## src/logic/README_none.sv

```systemverilog
`default_nettype none
`default_nettype wire

```

## src/logic/plt_pkg.sv

```systemverilog
`default_nettype none
// ==========================================================
// shared constants of the link-side transmit controller
package plt_pkg;
    // control line codes
    localparam logic [1:0] CTL_IDLE     = 2'h0;
    localparam logic [1:0] CTL_HOLD     = 2'h1;
    localparam logic [1:0] CTL_TRANSMIT = 2'h2;
    localparam logic [1:0] CTL_GRANT    = 2'h3;

    // register offsets (byte addresses)
    localparam logic [7:0] REG_CTRL      = 8'h00;
    localparam logic [7:0] REG_SPEED     = 8'h04;
    localparam logic [7:0] REG_LEN       = 8'h08;
    localparam logic [7:0] REG_HOLD      = 8'h0c;
    localparam logic [7:0] REG_STATUS    = 8'h10;
    localparam logic [7:0] REG_DATA_BASE = 8'h40;

    // control register fields
    localparam int CTRL_LPS_ON     = 0;
    localparam int CTRL_LPS_PULSED = 1;
    localparam int CTRL_MSC_EN     = 2;
    localparam int CTRL_GO         = 3;
    localparam int CTRL_CONCAT     = 4;
    localparam int CTRL_CANCEL     = 5;
    localparam logic [5:0] CTRL_RESET = 6'h00;

    // status register fields
    localparam int STAT_BUSY     = 0;
    localparam int STAT_DONE     = 1;
    localparam int STAT_LPS      = 2;
    localparam int STAT_CLK_SEEN = 3;
    localparam int STAT_STATE    = 4;
    localparam int STAT_DATA     = 8;

    // speed code fields
    localparam logic [7:0] SPD_RATE_MASK = 8'hc0;
    localparam logic [7:0] SPD_S100      = 8'h00;
    localparam logic [7:0] SPEED_RESET   = 8'h00;

    // hold limit before transmit or idle
    localparam logic [5:0] MAX_HOLD = 6'h2f;

    // timing
    localparam int CLK_MHZ         = 250;
    localparam int LINK_STOP_NS    = 1000;
    localparam int LINK_STOP_CYC   = (LINK_STOP_NS * CLK_MHZ) / 1000;
    localparam int LPS_HIGH_NS     = 400;
    localparam int LPS_LOW_NS      = 600;
    localparam int LPS_HIGH_CYC    = (LPS_HIGH_NS * CLK_MHZ + 999) / 1000;
    localparam int LPS_LOW_CYC     = (LPS_LOW_NS * CLK_MHZ + 999) / 1000;
    localparam int RESTORE_NS      = 10000;
    localparam int RESTORE_CYC     = (RESTORE_NS * CLK_MHZ + 999) / 1000;
endpackage
`default_nettype wire

```

## src/logic/plt_lps_gen.sv

```systemverilog
`timescale 1ns/1ps
`default_nettype none
// ==========================================================
// link power status driver: level or pulse train
module plt_lps_gen #(
    parameter int HIGH_CYC = plt_pkg::LPS_HIGH_CYC,
    parameter int LOW_CYC  = plt_pkg::LPS_LOW_CYC
) (
    input  wire logic clk,
    input  wire logic rst,
    input  wire logic active,
    input  wire logic pulsed,
    output var  logic lps
);
    localparam int CW = $clog2(HIGH_CYC + LOW_CYC + 1);
    localparam logic [CW-1:0] PERIOD = CW'(HIGH_CYC + LOW_CYC);
    localparam logic [CW-1:0] HIGH   = CW'(HIGH_CYC);

    logic [CW-1:0] phase_r;
    logic [CW-1:0] run_r;

    // ==========================================================
    // phase counter across one pulse period
    always_ff @(posedge clk) begin
        if (rst || !active || phase_r == PERIOD - 1'b1) begin
            phase_r <= '0;
        end else begin
            phase_r <= phase_r + 1'b1;
        end
    end

    // pulsed duty kept inside 20..55 percent
    // [RULE16] level or pulse
    always_ff @(posedge clk) begin
        if (rst || !active) begin
            lps <= 1'b0;
        end else if (pulsed) begin
            lps <= (phase_r < HIGH);
        end else begin
            lps <= 1'b1;
        end
    end

    // helper: length of current high run
    always_ff @(posedge clk) begin
        if (rst || !lps || !pulsed) begin
            run_r <= '0;
        end else if (run_r != PERIOD) begin
            run_r <= run_r + 1'b1;
        end
    end

    // [RULE17] high time bounded
    property p_lps_high_run;
        @(posedge clk) disable iff (rst)
        (pulsed && $stable(pulsed) && active) |-> (run_r <= HIGH);
    endproperty
    a_lps_high_run: assert property (p_lps_high_run) else $error("lps pulse high too long"); // [RULE17]
endmodule
`default_nettype wire

```

## src/logic/plt_link_ctl.sv

```systemverilog
// Rules for this block and for the PHY it works with
// [RULE1] PHY grants, idles, then releases lines
// [RULE2] control codes idle hold transmit grant
// [RULE3] at most one idle after taking
// [RULE4] hold at most 47 cycles
// [RULE5] transmit code with packet data together
// [RULE6] one hold or idle ends packet
// [RULE7] one more idle, then release lines
// [RULE8] next speed code during terminating hold
// [RULE9] multispeed concatenation enable bit
// [RULE10] never S100 after faster packet
// [RULE11] PHY idles after regaining interface
// [RULE12] cancel: holds, two idles, release
// [RULE13] cancel without holds uses three idles
// [RULE14] PHY drops requests while not operational
// [RULE15] PHY discards status while not operational
// [RULE16] power status pulsed or level
// [RULE17] pulse duty between 20 and 55 percent
// [RULE18] PHY resets interface after power status low
// [RULE19] stop and tristate within 1 us
// [RULE20] PHY tristates lines at logic 0
// [RULE21] reassert power status after restore time
// [RULE22] long low disables PHY clock
// [RULE23] PHY clock returns after reassertion
// [RULE24] PHY measures intervals with counters
`timescale 1ns/1ps
`default_nettype none
module plt_link_ctl #(
    parameter int DEPTH       = 16,
    parameter int RESTORE_CYC = plt_pkg::RESTORE_CYC
) (
    input  wire logic       clk,
    input  wire logic       rst,
    input  wire logic       wb_cyc,
    input  wire logic       wb_stb,
    input  wire logic       wb_we,
    input  wire logic [7:0] wb_adr,
    input  wire logic [3:0] wb_sel,
    input  wire logic [31:0] wb_dat_wr,
    output var  logic [31:0] wb_dat_rd,
    output var  logic       wb_ack,
    input  wire logic       phy_output_clock,
    input  wire logic [1:0] ctl_in,
    output var  logic [1:0] ctl_out,
    output var  logic       ctl_oe_n,
    input  wire logic [7:0] data_in,
    output var  logic [7:0] data_out,
    output var  logic       data_oe_n,
    output var  logic       link_request_line,
    output var  logic       link_power_status
);
    localparam int IW = $clog2(DEPTH);
    localparam int RW = $clog2(RESTORE_CYC + 1);
    localparam logic [7:0] DATA_END = 8'(plt_pkg::REG_DATA_BASE + 4 * DEPTH);

    typedef enum logic [2:0] {
        S_IDLE     = 3'h0,
        S_WAIT     = 3'h1,
        S_PHY_IDLE = 3'h2,
        S_HOLD     = 3'h3,
        S_TX       = 3'h4,
        S_TERM     = 3'h5,
        S_REL      = 3'h6,
        S_CANCEL   = 3'h7
    } plt_state_t;

    plt_state_t     st_r;
    logic [5:0]     ctrl_r;
    logic [15:0]    speed_r;
    logic [IW:0]    len_r;
    logic [5:0]     hold_r;
    logic [7:0]     buf_r [DEPTH];
    logic [IW:0]    idx_r;
    logic [5:0]     cnt_r;
    logic           go_r;
    logic           done_r;
    logic           concat_r;
    logic           lps_act_r;
    logic [RW-1:0]  restore_r;
    logic           clk_seen_r;
    logic [2:0]     pclk_s;
    logic [1:0]     ctl_s1;
    logic [1:0]     ctl_s2;
    logic [7:0]     dat_s1;
    logic [7:0]     dat_s2;
    logic           en;
    logic           wb_hit;
    logic           wr;
    logic           concat_ok;
    logic           start_cancel;
    logic [5:0]     hold_w;

    // ==========================================================
    // pin synchronisers
    always_ff @(posedge clk) begin
        if (rst) begin
            pclk_s <= 3'h0;
            ctl_s1 <= 2'h0;
            ctl_s2 <= 2'h0;
            dat_s1 <= 8'h00;
            dat_s2 <= 8'h00;
        end else begin
            pclk_s <= {pclk_s[1:0], phy_output_clock};
            ctl_s1 <= ctl_in;
            ctl_s2 <= ctl_s1;
            dat_s1 <= data_in;
            dat_s2 <= dat_s1;
        end
    end

    // one pulse per phy clock rising edge
    assign en = pclk_s[1] & ~pclk_s[2];

    // ==========================================================
    // wishbone slave
    assign wb_hit = wb_cyc & wb_stb & ~wb_ack;
    assign wr     = wb_cyc & wb_stb & wb_ack & wb_we & wb_sel[0]; // lands at the edge that sees ack
    assign hold_w = (wb_dat_wr[5:0] > plt_pkg::MAX_HOLD) ? plt_pkg::MAX_HOLD : wb_dat_wr[5:0];

    // ack one cycle after the request, dropped the next
    always_ff @(posedge clk) begin
        if (rst) begin
            wb_ack <= 1'b0;
        end else begin
            wb_ack <= wb_hit;
        end
    end

    // control, speed, length and hold registers
    always_ff @(posedge clk) begin
        if (rst) begin
            ctrl_r  <= plt_pkg::CTRL_RESET;
            speed_r <= {plt_pkg::SPEED_RESET, plt_pkg::SPEED_RESET};
            len_r   <= '0;
            hold_r  <= 6'h00;
            go_r    <= 1'b0;
        end else begin
            go_r <= wr && wb_adr == plt_pkg::REG_CTRL && wb_dat_wr[plt_pkg::CTRL_GO];
            if (wr && wb_adr == plt_pkg::REG_CTRL) begin
                ctrl_r <= wb_dat_wr[5:0] & ~(6'h1 << plt_pkg::CTRL_GO);
            end
            if (wr && wb_adr == plt_pkg::REG_SPEED) begin
                speed_r[7:0] <= wb_dat_wr[7:0];
                if (wb_sel[1]) begin
                    speed_r[15:8] <= wb_dat_wr[15:8];
                end
            end
            if (wr && wb_adr == plt_pkg::REG_LEN) begin
                len_r <= (wb_dat_wr[IW:0] > (IW+1)'(DEPTH)) ? (IW+1)'(DEPTH) : wb_dat_wr[IW:0];
            end
            // [RULE4] hold count clamped
            if (wr && wb_adr == plt_pkg::REG_HOLD) begin
                hold_r <= hold_w;
            end
        end
    end

    // packet bytes, one per word
    always_ff @(posedge clk) begin
        if (wr && wb_adr >= plt_pkg::REG_DATA_BASE && wb_adr < DATA_END) begin
            buf_r[wb_adr[IW+1:2]] <= wb_dat_wr[7:0];
        end
    end

    // read mux, unmapped reads zero
    always_ff @(posedge clk) begin
        if (rst) begin
            wb_dat_rd <= 32'h0;
        end else if (wb_hit) begin
            unique case (wb_adr)
                plt_pkg::REG_CTRL:   wb_dat_rd <= {26'h0, ctrl_r};
                plt_pkg::REG_SPEED:  wb_dat_rd <= {16'h0, speed_r};
                plt_pkg::REG_LEN:    wb_dat_rd <= 32'(len_r);
                plt_pkg::REG_HOLD:   wb_dat_rd <= {26'h0, hold_r};
                plt_pkg::REG_STATUS: wb_dat_rd <= {16'h0, dat_s2, 1'b0, st_r,
                                                   clk_seen_r, lps_act_r, done_r, st_r != S_IDLE};
                default:             wb_dat_rd <= 32'h0;
            endcase
        end
    end

    // ==========================================================
    // link power status with restore guard
    // [RULE21] restore time before reassert
    always_ff @(posedge clk) begin
        if (rst) begin
            lps_act_r <= 1'b0;
            restore_r <= '0;
        end else if (lps_act_r && !ctrl_r[plt_pkg::CTRL_LPS_ON]) begin
            lps_act_r <= 1'b0;
            restore_r <= RW'(RESTORE_CYC);
        end else if (!lps_act_r && restore_r != '0) begin
            restore_r <= restore_r - 1'b1;
        end else if (!lps_act_r && ctrl_r[plt_pkg::CTRL_LPS_ON]) begin
            lps_act_r <= 1'b1;
        end
    end

    plt_lps_gen u_lps (
        .clk    (clk),
        .rst    (rst),
        .active (lps_act_r),
        .pulsed (ctrl_r[plt_pkg::CTRL_LPS_PULSED]),
        .lps    (link_power_status)
    );

    // phy clock seen since power status came up
    // [RULE23] clock return tracked
    always_ff @(posedge clk) begin
        if (rst || !lps_act_r) begin
            clk_seen_r <= 1'b0;
        end else if (en) begin
            clk_seen_r <= 1'b1;
        end
    end

    // ==========================================================
    // transmit handover sequencer
    // [RULE10] no S100 after faster packet
    assign concat_ok = concat_r &&
        !(ctrl_r[plt_pkg::CTRL_MSC_EN] &&
          (speed_r[15:8] & plt_pkg::SPD_RATE_MASK) == plt_pkg::SPD_S100 &&
          (speed_r[7:0] & plt_pkg::SPD_RATE_MASK) != plt_pkg::SPD_S100);
    assign start_cancel = ctrl_r[plt_pkg::CTRL_CANCEL] || len_r == '0;

    always_ff @(posedge clk) begin
        if (rst || !lps_act_r) begin
            // [RULE19] stop, tristate, end low
            st_r              <= S_IDLE;
            ctl_out           <= plt_pkg::CTL_IDLE;
            data_out          <= 8'h00;
            ctl_oe_n          <= 1'b1;
            data_oe_n         <= 1'b1;
            link_request_line <= 1'b0;
            idx_r             <= '0;
            cnt_r             <= 6'h00;
            concat_r          <= 1'b0;
        end else begin
            unique case (st_r)
                S_IDLE: if (go_r && clk_seen_r) begin
                    st_r              <= S_WAIT;
                    link_request_line <= 1'b1;
                    concat_r          <= ctrl_r[plt_pkg::CTRL_CONCAT];
                end
                // [RULE2] wait for grant code
                S_WAIT: if (en && ctl_s2 == plt_pkg::CTL_GRANT) begin
                    st_r              <= S_PHY_IDLE;
                    link_request_line <= 1'b0;
                end
                // [RULE1] take lines after phy idle
                S_PHY_IDLE: if (en && ctl_s2 == plt_pkg::CTL_IDLE) begin
                    ctl_oe_n  <= 1'b0;
                    data_oe_n <= 1'b0;
                    idx_r     <= '0;
                    data_out  <= 8'h00;
                    if (hold_r != 6'h00) begin
                        // [RULE3] no leading idle
                        st_r    <= S_HOLD;
                        ctl_out <= plt_pkg::CTL_HOLD;
                        cnt_r   <= hold_r;
                    end else if (start_cancel) begin
                        // [RULE13] three idles without holds
                        st_r    <= S_CANCEL;
                        ctl_out <= plt_pkg::CTL_IDLE;
                        cnt_r   <= 6'h3;
                    end else begin
                        // [RULE5] transmit with first byte
                        st_r     <= S_TX;
                        ctl_out  <= plt_pkg::CTL_TRANSMIT;
                        data_out <= buf_r[0];
                        idx_r    <= (IW+1)'(1);
                    end
                end
                S_HOLD: if (en) begin
                    if (cnt_r != 6'h1) begin
                        cnt_r <= cnt_r - 6'h1;
                    end else if (start_cancel) begin
                        // [RULE12] two idles after holds
                        st_r    <= S_CANCEL;
                        ctl_out <= plt_pkg::CTL_IDLE;
                        cnt_r   <= 6'h2;
                    end else begin
                        st_r     <= S_TX;
                        ctl_out  <= plt_pkg::CTL_TRANSMIT;
                        data_out <= buf_r[0];
                        idx_r    <= (IW+1)'(1);
                    end
                end
                S_TX: if (en) begin
                    if (idx_r != len_r) begin
                        data_out <= buf_r[idx_r[IW-1:0]];
                        idx_r    <= idx_r + 1'b1;
                    end else begin
                        // [RULE6] hold to concatenate, else idle
                        // [RULE8] next speed on data lines
                        st_r     <= S_TERM;
                        ctl_out  <= concat_ok ? plt_pkg::CTL_HOLD : plt_pkg::CTL_IDLE;
                        data_out <= (concat_ok && ctrl_r[plt_pkg::CTRL_MSC_EN]) ? speed_r[15:8] : 8'h00;
                    end
                end
                // [RULE7] one more idle before release
                S_TERM: if (en) begin
                    st_r     <= S_REL;
                    ctl_out  <= plt_pkg::CTL_IDLE;
                    data_out <= 8'h00;
                end
                S_REL: if (en) begin
                    ctl_oe_n  <= 1'b1;
                    data_oe_n <= 1'b1;
                    st_r      <= concat_ok ? S_WAIT : S_IDLE;
                    concat_r  <= 1'b0;
                end
                S_CANCEL: if (en) begin
                    if (cnt_r != 6'h1) begin
                        cnt_r <= cnt_r - 6'h1;
                    end else begin
                        ctl_oe_n  <= 1'b1;
                        data_oe_n <= 1'b1;
                        st_r      <= S_IDLE;
                    end
                end
            endcase
        end
    end

    // done flag, set wins over write-one clear
    always_ff @(posedge clk) begin
        if (rst) begin
            done_r <= 1'b0;
        end else if (en && ((st_r == S_REL && !concat_ok) || (st_r == S_CANCEL && cnt_r == 6'h1))) begin
            done_r <= 1'b1;
        end else if (wr && wb_adr == plt_pkg::REG_STATUS && wb_dat_wr[plt_pkg::STAT_DONE]) begin
            done_r <= 1'b0;
        end
    end

    // ==========================================================
    // checks
    property p_take_no_idle; // [RULE3]
        @(posedge clk) disable iff (rst)
        (st_r == S_PHY_IDLE && en && ctl_s2 == plt_pkg::CTL_IDLE && lps_act_r && hold_r != 6'h00)
            |=> (!ctl_oe_n && ctl_out == plt_pkg::CTL_HOLD);
    endproperty
    a_take_no_idle: assert property (p_take_no_idle) else $error("link idled before hold"); // [RULE3]

    property p_hold_limit;
        @(posedge clk) disable iff (rst)
        (st_r == S_HOLD) |-> (cnt_r <= plt_pkg::MAX_HOLD && cnt_r != 6'h00);
    endproperty
    a_hold_limit: assert property (p_hold_limit) else $error("hold count out of range"); // [RULE4]

    property p_tx_code;
        @(posedge clk) disable iff (rst)
        (st_r == S_TX) |-> (ctl_out == plt_pkg::CTL_TRANSMIT && !ctl_oe_n && !data_oe_n);
    endproperty
    a_tx_code: assert property (p_tx_code) else $error("transmit without code or drive"); // [RULE5]

    property p_rel_idle;
        @(posedge clk) disable iff (rst)
        (st_r == S_REL) |-> (ctl_out == plt_pkg::CTL_IDLE && data_out == 8'h00 && $past(st_r) != S_TX);
    endproperty
    a_rel_idle: assert property (p_rel_idle) else $error("second idle missing"); // [RULE7]

    property p_release;
        @(posedge clk) disable iff (rst)
        (st_r == S_REL && en && lps_act_r) |=> (ctl_oe_n && data_oe_n);
    endproperty
    a_release: assert property (p_release) else $error("lines not released"); // [RULE7]

    property p_speed_code;
        @(posedge clk) disable iff (rst)
        (st_r == S_TX && en && idx_r == len_r && lps_act_r && concat_ok && ctrl_r[plt_pkg::CTRL_MSC_EN])
            |=> (ctl_out == plt_pkg::CTL_HOLD && data_out == $past(speed_r[15:8]));
    endproperty
    a_speed_code: assert property (p_speed_code) else $error("speed code not on data lines"); // [RULE8]

    property p_no_slow_concat;
        @(posedge clk) disable iff (rst)
        (st_r == S_TERM && ctl_out == plt_pkg::CTL_HOLD && ctrl_r[plt_pkg::CTRL_MSC_EN] &&
         (speed_r[7:0] & plt_pkg::SPD_RATE_MASK) != plt_pkg::SPD_S100)
            |-> ((data_out & plt_pkg::SPD_RATE_MASK) != plt_pkg::SPD_S100);
    endproperty
    a_no_slow_concat: assert property (p_no_slow_concat) else $error("S100 after faster packet"); // [RULE10]

    property p_cancel_idles;
        @(posedge clk) disable iff (rst)
        (st_r == S_CANCEL) |-> (ctl_out == plt_pkg::CTL_IDLE && cnt_r <= 6'h3 && cnt_r != 6'h00);
    endproperty
    a_cancel_idles: assert property (p_cancel_idles) else $error("cancel idle count wrong"); // [RULE12]

    property p_stop_fast;
        @(posedge clk) disable iff (rst)
        !lps_act_r |=> (ctl_oe_n && data_oe_n && ctl_out == plt_pkg::CTL_IDLE &&
                        data_out == 8'h00 && !link_request_line);
    endproperty
    a_stop_fast: assert property (p_stop_fast) else $error("activity after power status drop"); // [RULE19]

    property p_restore;
        @(posedge clk) disable iff (rst)
        $fell(lps_act_r) |=> !lps_act_r [*8];
    endproperty
    a_restore: assert property (p_restore) else $error("power status reasserted too soon"); // [RULE21]
endmodule
`default_nettype wire

```

## config.mk

```make
export PLATFORM = sky130hd
export DESIGN_NAME = plt_link_ctl
export DESIGN_NICKNAME = d
export VERILOG_FILES = /design/src/logic/README_none.sv /design/src/logic/plt_pkg.sv /design/src/logic/plt_lps_gen.sv /design/src/logic/plt_link_ctl.sv
export SDC_FILE = /design/constraint.sdc
export NUM_CORES = 1
export LEC_CHECK = 0
export ABC_AREA = 1
export BUFFER_PORTS_ARGS = -buffer_cell sky130_fd_sc_hd__buf_2
export CAP_MARGIN = 20
export CELL_PAD_IN_SITES_DETAIL_PLACEMENT = 1
export CELL_PAD_IN_SITES_GLOBAL_PLACEMENT = 1
export CORE_UTILIZATION = 35
export DETAILED_ROUTE_END_ITERATION = 16
export GPL_ROUTABILITY_DRIVEN = 0
export HOLD_SLACK_MARGIN = 0.05
export PLACE_DENSITY = 0.75
export SLEW_MARGIN = 20
export SYNTH_ARGS = -nofsm -noshare
export SYNTH_HDL_FRONTEND = slang
export SYNTH_SLANG_ARGS = --single-unit
```

## constraint.sdc

```tcl
create_clock -name clk -period 5.2 [get_ports clk]
set_input_delay 0.78 -clock clk [delete_from_list [all_inputs] [get_ports clk]]
set_output_delay 0.78 -clock clk [all_outputs]
set_load 0.005 [all_outputs]
```

==> summary.txt, run 1 <==
Pwr
  – Sw power: 1.14 mW
  – P_int: 3.54 mW
  – Peak VDD IR: around 0.24 mV
  – Reg power frac: 47.2%
  – Leakage: between 5 and 6 nW
  – Power Density: ~360 nW/um2
  – Clock network power share: a little over two fifths
  – Logic gate share of total power: 10.0%
  – Tot Pwr: roughly 4.7 mW
  – Sw Share: about a quarter

Place
  – Post-DP Area: 12,000 um2
  – IO Port Bufs: 72
  – DP Wirelength: between 20 and 25 mm

Synthesis
  – Synthesized flop and latch total: roughly 260
  – Synth cell types: between 40 and 50
  – Simple-gate share of the synthesized area: between 20% and 30%
  – Avg Inst Size Synth: about 8.6 um2
  – Compound-gate portion of the synthesized area: between 7 and 8%
  – Syn Inst Count: 1,329
  – Largest family of logic cells by synthesized area: simple AND/OR/NAND/NOR gates
  – Cell area after synthesis: around 11,000 um2
  – Ys Warns: 0
  – Multiplexer share of the synthesized area: 0%
  – EDFF count, synth: 128
  – XOR/XNOR Fraction of Synth Area: less than 1%
  – FFs w/ async S/R, synth: 0%
  – Register area share after synthesis: a little under three fifths
  – Synth Area in Adders: 0.770%
  – Most common flop cell mapped by yosys: edfxtp_1

CTS
  – Clock sink count: 256
  – Hold_buf cts: 0
  – Htree depth: 1
  – Worst-path clk slew: 0.06 ns
  – Buffer depth of the longest clock path: 3
  – CTS tree: yes
  – Root buf cell: clkbuf_16
  – Post-CTS sizing: 0
  – Setup bufs post-CTS: 0
  – Clk_lat worst skew: ~0.53 ns
  – CTS buffer count: 27

Min path
  – Hold crit path type: reg2reg
  – Sink of the worst hold path: dat_s2[2]$_SDFF_PP0_
  – Hold Path Depth: 2
  – Hold Crit Start: dat_s1[2]$_SDFF_PP0_

STA
  – Fin crit share: slightly below 50%
  – Maximum clock rate: 387 MHz
  – Worst-margin pin slew: slightly below 1 ns
  – Final-report setup violation count: 0
  – RSZ-0062 raised after global routing: false
  – Headroom to the max-slew limit: roughly a third
  – Post-layout min period: between 2 and 3 ns
  – Final Max Slew Viols: 0
  – Worst hold slack: 0.404 ns
  – Post-Route Setup TNS: 0 ns
  – Clock Skew: 0.0103 ns
  – Final hold viol count: 0

Layout
  – Fillers: between 3,000 and 4,000
  – Layout cells sized above 1: a little under an eighth
  – Ant diodes: 0
  – Post-layout util: approximately two fifths
  – Design area: 12,900 um2
  – Area growth syn-to-layout: 13.8%
  – Nets@finish: around 1,500
  – Sequential Area: approximately 6400 um2
  – Multi-input logic area: about 4200 um2

Run status
  – Status: complete, no violations

Die
  – Core area: 31,800 um2
  – Die H: ~180 um
  – Die width: between 150 and 200 um
  – I/O pins: around 110
  – DIE AREA: between 30,000 and 40,000 um2
  – # rows: 65
  – Initial core utilization: between 30% and 40%

Setup path
  – Crit path kind: in2reg
  – CP endpoint kind: register
  – Slowest-stage cell, CP: nor2_1
  – Cell count of the worst reg-to-reg path: 4
  – Critical R2R Capture: buf_r[2][7]$_DFFE_PP_
  – CP Launch Point: wb_cyc
  – CP arrival: between 2 and 3 ns
  – WP data required: 5.36 ns
  – Critical path's largest stage delay: ~0.67 ns
  – CP cell instances: buf_2 -> nand2_1 -> inv_1 -> nand4_2 -> nor3_1 -> nand3_1 -> nor2_1
  – FF-to-FF setup slack: 2.66 ns
  – R2R Path Start: wb_ack$_SDFF_PP0_
  – Worst-path fanout max: 9
  – Startpoint class of the critical path: input pin

Global routing
  – GRT Total Usage: between 10% and 20%
  – Largest net degree at the start of global routing: 65
  – Initial antenna violation count: 0
  – Vias in the first global route: 9,493
  – First-pass GRT wire length: ~50 mm
  – Grt ovf: 0

Detailed routing
  – Vias: a little over 9,000
  – DR DRC count: 0
  – Drt wl/cell: ~17 um
  – WL final: between 30 and 40 mm
  – Iter 0 DRT Violations: just under 600
  – Pre-Repair DR Iteration Count: 5
  – Final ANT Viol Nets: 0
  – Vias/cell: 5.04

Flow run
  – Max-cap violations: 0
[routing by layer]
layer | global-route usage, % | wire [um] | vias up
met1 | 25.8 | 14300 | 4467
met2 | 32.9 | 15100 | 251
met3 | 2.63 | 1650 | 60
li1 | - | - | 4489
met4 | 6.45 | 943 | 0
met5 | 0 | 0 | -
[cells by family (layout without fill, tap and decap cells)]
logic type	after synthesis	in the layout
fa+ha+maj	7	7
other cells	1	16
xor+xnor	12	12
compound gates	146	146
flops	256	256
simple gates	716	716
buf+inv	191	252
[state kept, by name, indices dropped and copies added (netlist names), 6 cells and up, named ones only]
name,count
speed_r,16
restore_r,12
wb_dat_rd,16
buf_r,128
dat_s2,8
u_lps.phase_r,8
hold_r,6
cnt_r,6
data_out,8
dat_s1,8
[cells in the mapped netlist, types with 8 or more instances]
cell type | number | area, um2
clkbuf_1 | 27 | 101
nand3_1 | 185 | 926
nor3_1 | 15 | 75.1
edfxtp_1 | 128 | 3840
a21oi_1 | 60 | 300
dfxtp_1 | 128 | 2560
inv_1 | 112 | 420
nand2_1 | 312 | 1170
inv_2 | 9 | 33.8
nor2_1 | 162 | 608
buf_4 | 19 | 143
buf_2 | 13 | 65.1
o21ai_0 | 44 | 220
o21ai_1 | 8 | 40.0
a211oi_1 | 16 | 120
nand4_1 | 11 | 68.8
[how the worst max path moves through the flow]
stage / endpoint / slack, ns / depth (start not counted)
2_1_floorplan: buf_r[0][0]$_DFFE_PP_ / 2.83 / 6
3_3_place_gp: buf_r[2][2]$_DFFE_PP_ / 2.18 / 7
3_5_place_dp: buf_r[2][2]$_DFFE_PP_ / 2.07 / 7
4_1_cts: data_out[2]$_SDFFE_PP0P_ / 2.56 / 9
5_1_grt: buf_r[5][6]$_DFFE_PP_ / 2.49 / 7
6_report: buf_r[2][7]$_DFFE_PP_ / 2.62 / 7
[placed cells by master, fill, tap and decap left out, types with 3 or more instances in the layout]
cell type  count
nand2_1      312
nand3_1      185
nor2_1       162
edfxtp_1     128
dfxtp_1      127
inv_1        111
buf_2         72
a21oi_1       60
o21ai_0       44
clkbuf_16     28
a211oi_1      16
conb_1        16
nor3_1        15
nand4_1       11
inv_2          9
o21ai_1        8
nand2_2        7
clkinv_2       7
xor2_1         7
ha_1           7
clkinv_1       6
nor2_2         6
a31oi_1        6
xnor2_1        5
clkbuf_1       5
nor2_4         4
nor3b_1        4
bufinv_16      4
buf_4          4
o2bb2ai_1      3
[final cells by class]
type,count,area share (%)
clock buffer,35,5.77
multi-input combinational,897,32.4
sequential,256,49.5
timing repair buffer,76,3.02
tap,435,4.20
inverter,126,3.70
clock inverter,15,1.37
[through the flow]
stage,worst slack (ns),instances
2_1_floorplan,2.83,1344
3_3_place_gp,2.18,1790
3_5_place_dp,2.07,1790
4_1_cts,2.56,1840
5_1_grt,2.49,1840
6_report,2.62,1840
[power by group through the flow]
stage          logic [mW]  registers, mW  clock network, mW
6_report            0.469           2.21               2.00
5_1_grt             0.544           2.22               2.11
4_1_cts             0.474           2.21               2.03
3_5_place_dp        0.467           2.26                  0
3_3_place_gp        0.453           2.25                  0
2_1_floorplan       0.359           2.24                  0
[critical path: cells and delay by family]
family	cells	cell delay (ns)
and+or+nand+nor	5	1.82
buffers and inverters	2	0.14
(Power assumes the default switching activity.)
==> run 2, diff against run 1 <==
--- a/config.mk
+++ b/config.mk
@@ -14,7 +14,7 @@
 export DETAILED_ROUTE_END_ITERATION = 16
 export GPL_ROUTABILITY_DRIVEN = 0
 export HOLD_SLACK_MARGIN = 0.05
-export PLACE_DENSITY = 0.75
+export PLACE_DENSITY = 0.78
 export SLEW_MARGIN = 20
 export SYNTH_ARGS = -nofsm -noshare
 export SYNTH_HDL_FRONTEND = slang
==> constraint.sdc (replaced) <==
create_clock -name clk -period 2.3 [get_ports clk]
set_input_delay 0.345 -clock clk [delete_from_list [all_inputs] [get_ports clk]]
set_output_delay 0.345 -clock clk [all_outputs]
set_load 0.005 [all_outputs]
==> summary.txt, run 2 (synthesis results as in run 1) <==
Detailed routing
  – Iter 0 DRT Violations: 745 (was 590)
  – WL final: 33.3 mm (was 32.0 mm)
  – Vias: 9,602 (was 9,267)
  – DR DRC count: 0 (unchanged)
  – Pre-Repair DR Iteration Count: 5 (unchanged)
  – Vias/cell: 5.08 (was 5.04)
  – Drt wl/cell: 17.6 um (was 17.4 um)
  – Final ANT Viol Nets: 0 (unchanged)

STA
  – Final-report setup violation count: 0 (unchanged)
  – RSZ-0062 raised after global routing: false (unchanged)
  – Final hold viol count: 0 (unchanged)
  – Clock Skew: 0.0148 ns (was 0.0103 ns)
  – Worst-margin pin slew: 0.604 ns (was 0.984 ns)
  – Headroom to the max-slew limit: 59.7% (was 33.9%)
  – Fin crit share: roughly 87%
  – Post-layout min period: between 1.5 and 2 ns
  – Maximum clock rate: between 500 and 600 MHz
  – Final Max Slew Viols: 0 (unchanged)
  – Post-Route Setup TNS: 0 ns (unchanged)
  – Final WS setup: 0.303 ns (was 2.62 ns)

CTS
  – CTS tree: yes (unchanged)
  – Clock sink count: 256 (unchanged)
  – Root buf cell: clkbuf_16 (unchanged)
  – Setup bufs post-CTS: 0 (unchanged)
  – Htree depth: 1 (unchanged)
  – Clk_lat worst skew: 0.55 ns (was 0.53 ns)
  – Worst-path clk slew: 0.06 ns (about the same)
  – CTS buffer count: 28 (was 27)
  – Buffer depth of the longest clock path: 3 (unchanged)

Place
  – Placed insts: 1,829 (was 1,790)
  – Dpl ws: 0.205 ns (was 2.07 ns)
  – IO Port Bufs: 72 (unchanged)
  – DP Wirelength: 22.9 mm (was 21.7 mm)

Layout
  – Flip-flop count of the largest register after layout: 128 (unchanged)
  – Most frequent cells in the layout: nand2_1, nand3_1, nor2_1, edfxtp_1, dfxtp_1 (unchanged)
  – Commonest non-fill, non-tap cell in the layout: nand2_1 (unchanged)
  – Non-Filler Instances: 1,892 (was 1,840)
  – Multi-input logic area: 4200 um2 (unchanged)
  – Fillers: 3,747 (was 3,774)
  – Ant diodes: 0 (unchanged)
  – Sequential Area: 6410 um2 (unchanged)
  – Post-layout util: 42.4% (was 40.7%)
  – Layout cells sized above 1: 14.0% (was 11.4%)
  – Nets@finish: 1,502 (was 1,451)
  – Area growth syn-to-layout: 18.4% (was 13.8%)

Pwr
  – Power Density: 826 nW/um2 (was 362 nW/um2)
  – Peak VDD IR: 0.535 mV (was 0.245 mV)
  – Tot Pwr: 11.1 mW (was 4.69 mW)
  – Leakage: 5.35 nW (was 5.04 nW)

Die
  – I/O pins: 107 (unchanged)
  – DIE AREA: 33,200 um2 (unchanged)
  – Core area: 31,800 um2 (unchanged)
  – Initial core utilization: 35.8% (unchanged)
  – # rows: 65 (unchanged)
  – Die H: 182 um (unchanged)
  – Die width: 182 um (unchanged)

Setup path
  – CP Launch Point: st_r[1]$_SDFFE_PP0P_ (was wb_cyc)
  – Crit path kind: reg2reg (was in2reg)
  – CP endpoint kind: register (unchanged)
  – WP data required: 2.71 ns (was 5.36 ns)
  – Startpoint class of the critical path: register (was input pin)
  – Worst-path fanout max: 10 (was 9)
  – CP cell instances: inv_4 -> nand2_2 -> nand2_2 -> nand2_1 -> nand3_1 -> nor2_1 -> nand3_1 -> nand2_1 -> a21oi_1 (was buf_2 -> nand2_1 -> inv_1 -> nand4_2 -> nor3_1 -> nand3_1 -> nor2_1)
  – CP arrival: 2.40 ns (was 2.74 ns)
  – Critical path's largest stage delay: 0.61 ns (was 0.67 ns)
  – R2R Path Start: st_r[1]$_SDFFE_PP0P_ (was wb_ack$_SDFF_PP0_)
  – Bufs and invs on worst path: 1 (was 2)
  – CP delay by family, top: simple AND/OR/NAND/NOR gates (unchanged)
  – Slowest-stage cell, CP: dfxtp_1 (was nor2_1)

Global routing
  – Grt ovf: 0 (unchanged)
  – First-pass GRT wire length: 53.1 mm (was 51.1 mm)
  – Vias in the first global route: 9,969 (was 9,493)
  – Initial antenna violation count: 0 (unchanged)
  – Largest net degree at the start of global routing: 65 (unchanged)
  – GRT Total Usage: 20.2% (was 19.5%)

Flow run
  – Max-cap violations: 0 (unchanged)

Min path
  – Hold Crit Start: wb_dat_wr[13] (was dat_s1[2]$_SDFF_PP0_)
  – Hold crit path type: in2reg (was reg2reg)

Run status
  – Status: complete, no violations (unchanged)
## run 2: changes by cell type in the layout (fill, tap and decap cells not counted), sizes merged
cell	change
buf	+39
clkinv	+1
dlygate4sd3	+11
bufinv	+3
clkbuf	-2
## run 2: repair_timing
item | CTS | global route
hold endpoints to repair | 11 | 0
resized for setup | 0 | 0
hold buffers | 11 | 0
## run 2: worst min-delay path: cells and delay by family
kind,cells,cell delay [ns]
buffers and inverters,1,0.10
and+or+nand+nor,1,0.09
AOI/OAI and AO/OA,1,0.05
## run 2: report_power, final
part / internal, mW / total, mW / switching [mW]
clock: 3.11 / 4.98 / 1.87
sequential: 4.90 / 5.00 / 0.102
combinational: 0.419 / 1.14 / 0.721
total: 8.43 / 11.1 / 2.69
## run 2: area by class of cell
type	instances	share of cell area, %
Clock buffer	33	5.56
Clock inverter	19	2.13
Inverter	126	3.55
Multi-Input combinational cell	897	31.2
Sequential cell	256	47.6
Tap cell	435	4.04
Timing Repair Buffer	126	5.98
## run 2: worst paths after layout
kind / endpoint / slack, ns / depth (start not counted)
worst max-delay path: st_r[1]$_SDFFE_PP0P_ / 0.30 / 9
worst min-delay path: speed_r[13]$_SDFFE_PP0P_ / 0.09 / 3
worst max register to register: st_r[1]$_SDFFE_PP0P_ / 0.30 / 9
worst min register to register: pclk_s[1]$_SDFF_PP0_ / 0.40 / 2
## run 2: per-layer routing
layer	global-route usage [%]	vias to the layer above	share of wire (%)
met3	2.69	50	5.3
met2	34.9	246	48
met5	0	-	0
met4	5.98	0	2.4
li1	-	4589	-
met1	26.2	4717	44
## run 2: per-stage QoR
step | hold slack (ns) | cell area [um2]
floorplan | 0.388 | 11400
global route | 0.0904 | 13500
global placement | 0.390 | 12300
finish | 0.0887 | 13500
detailed placement | 0.395 | 12300
CTS | 0.0733 | 13500
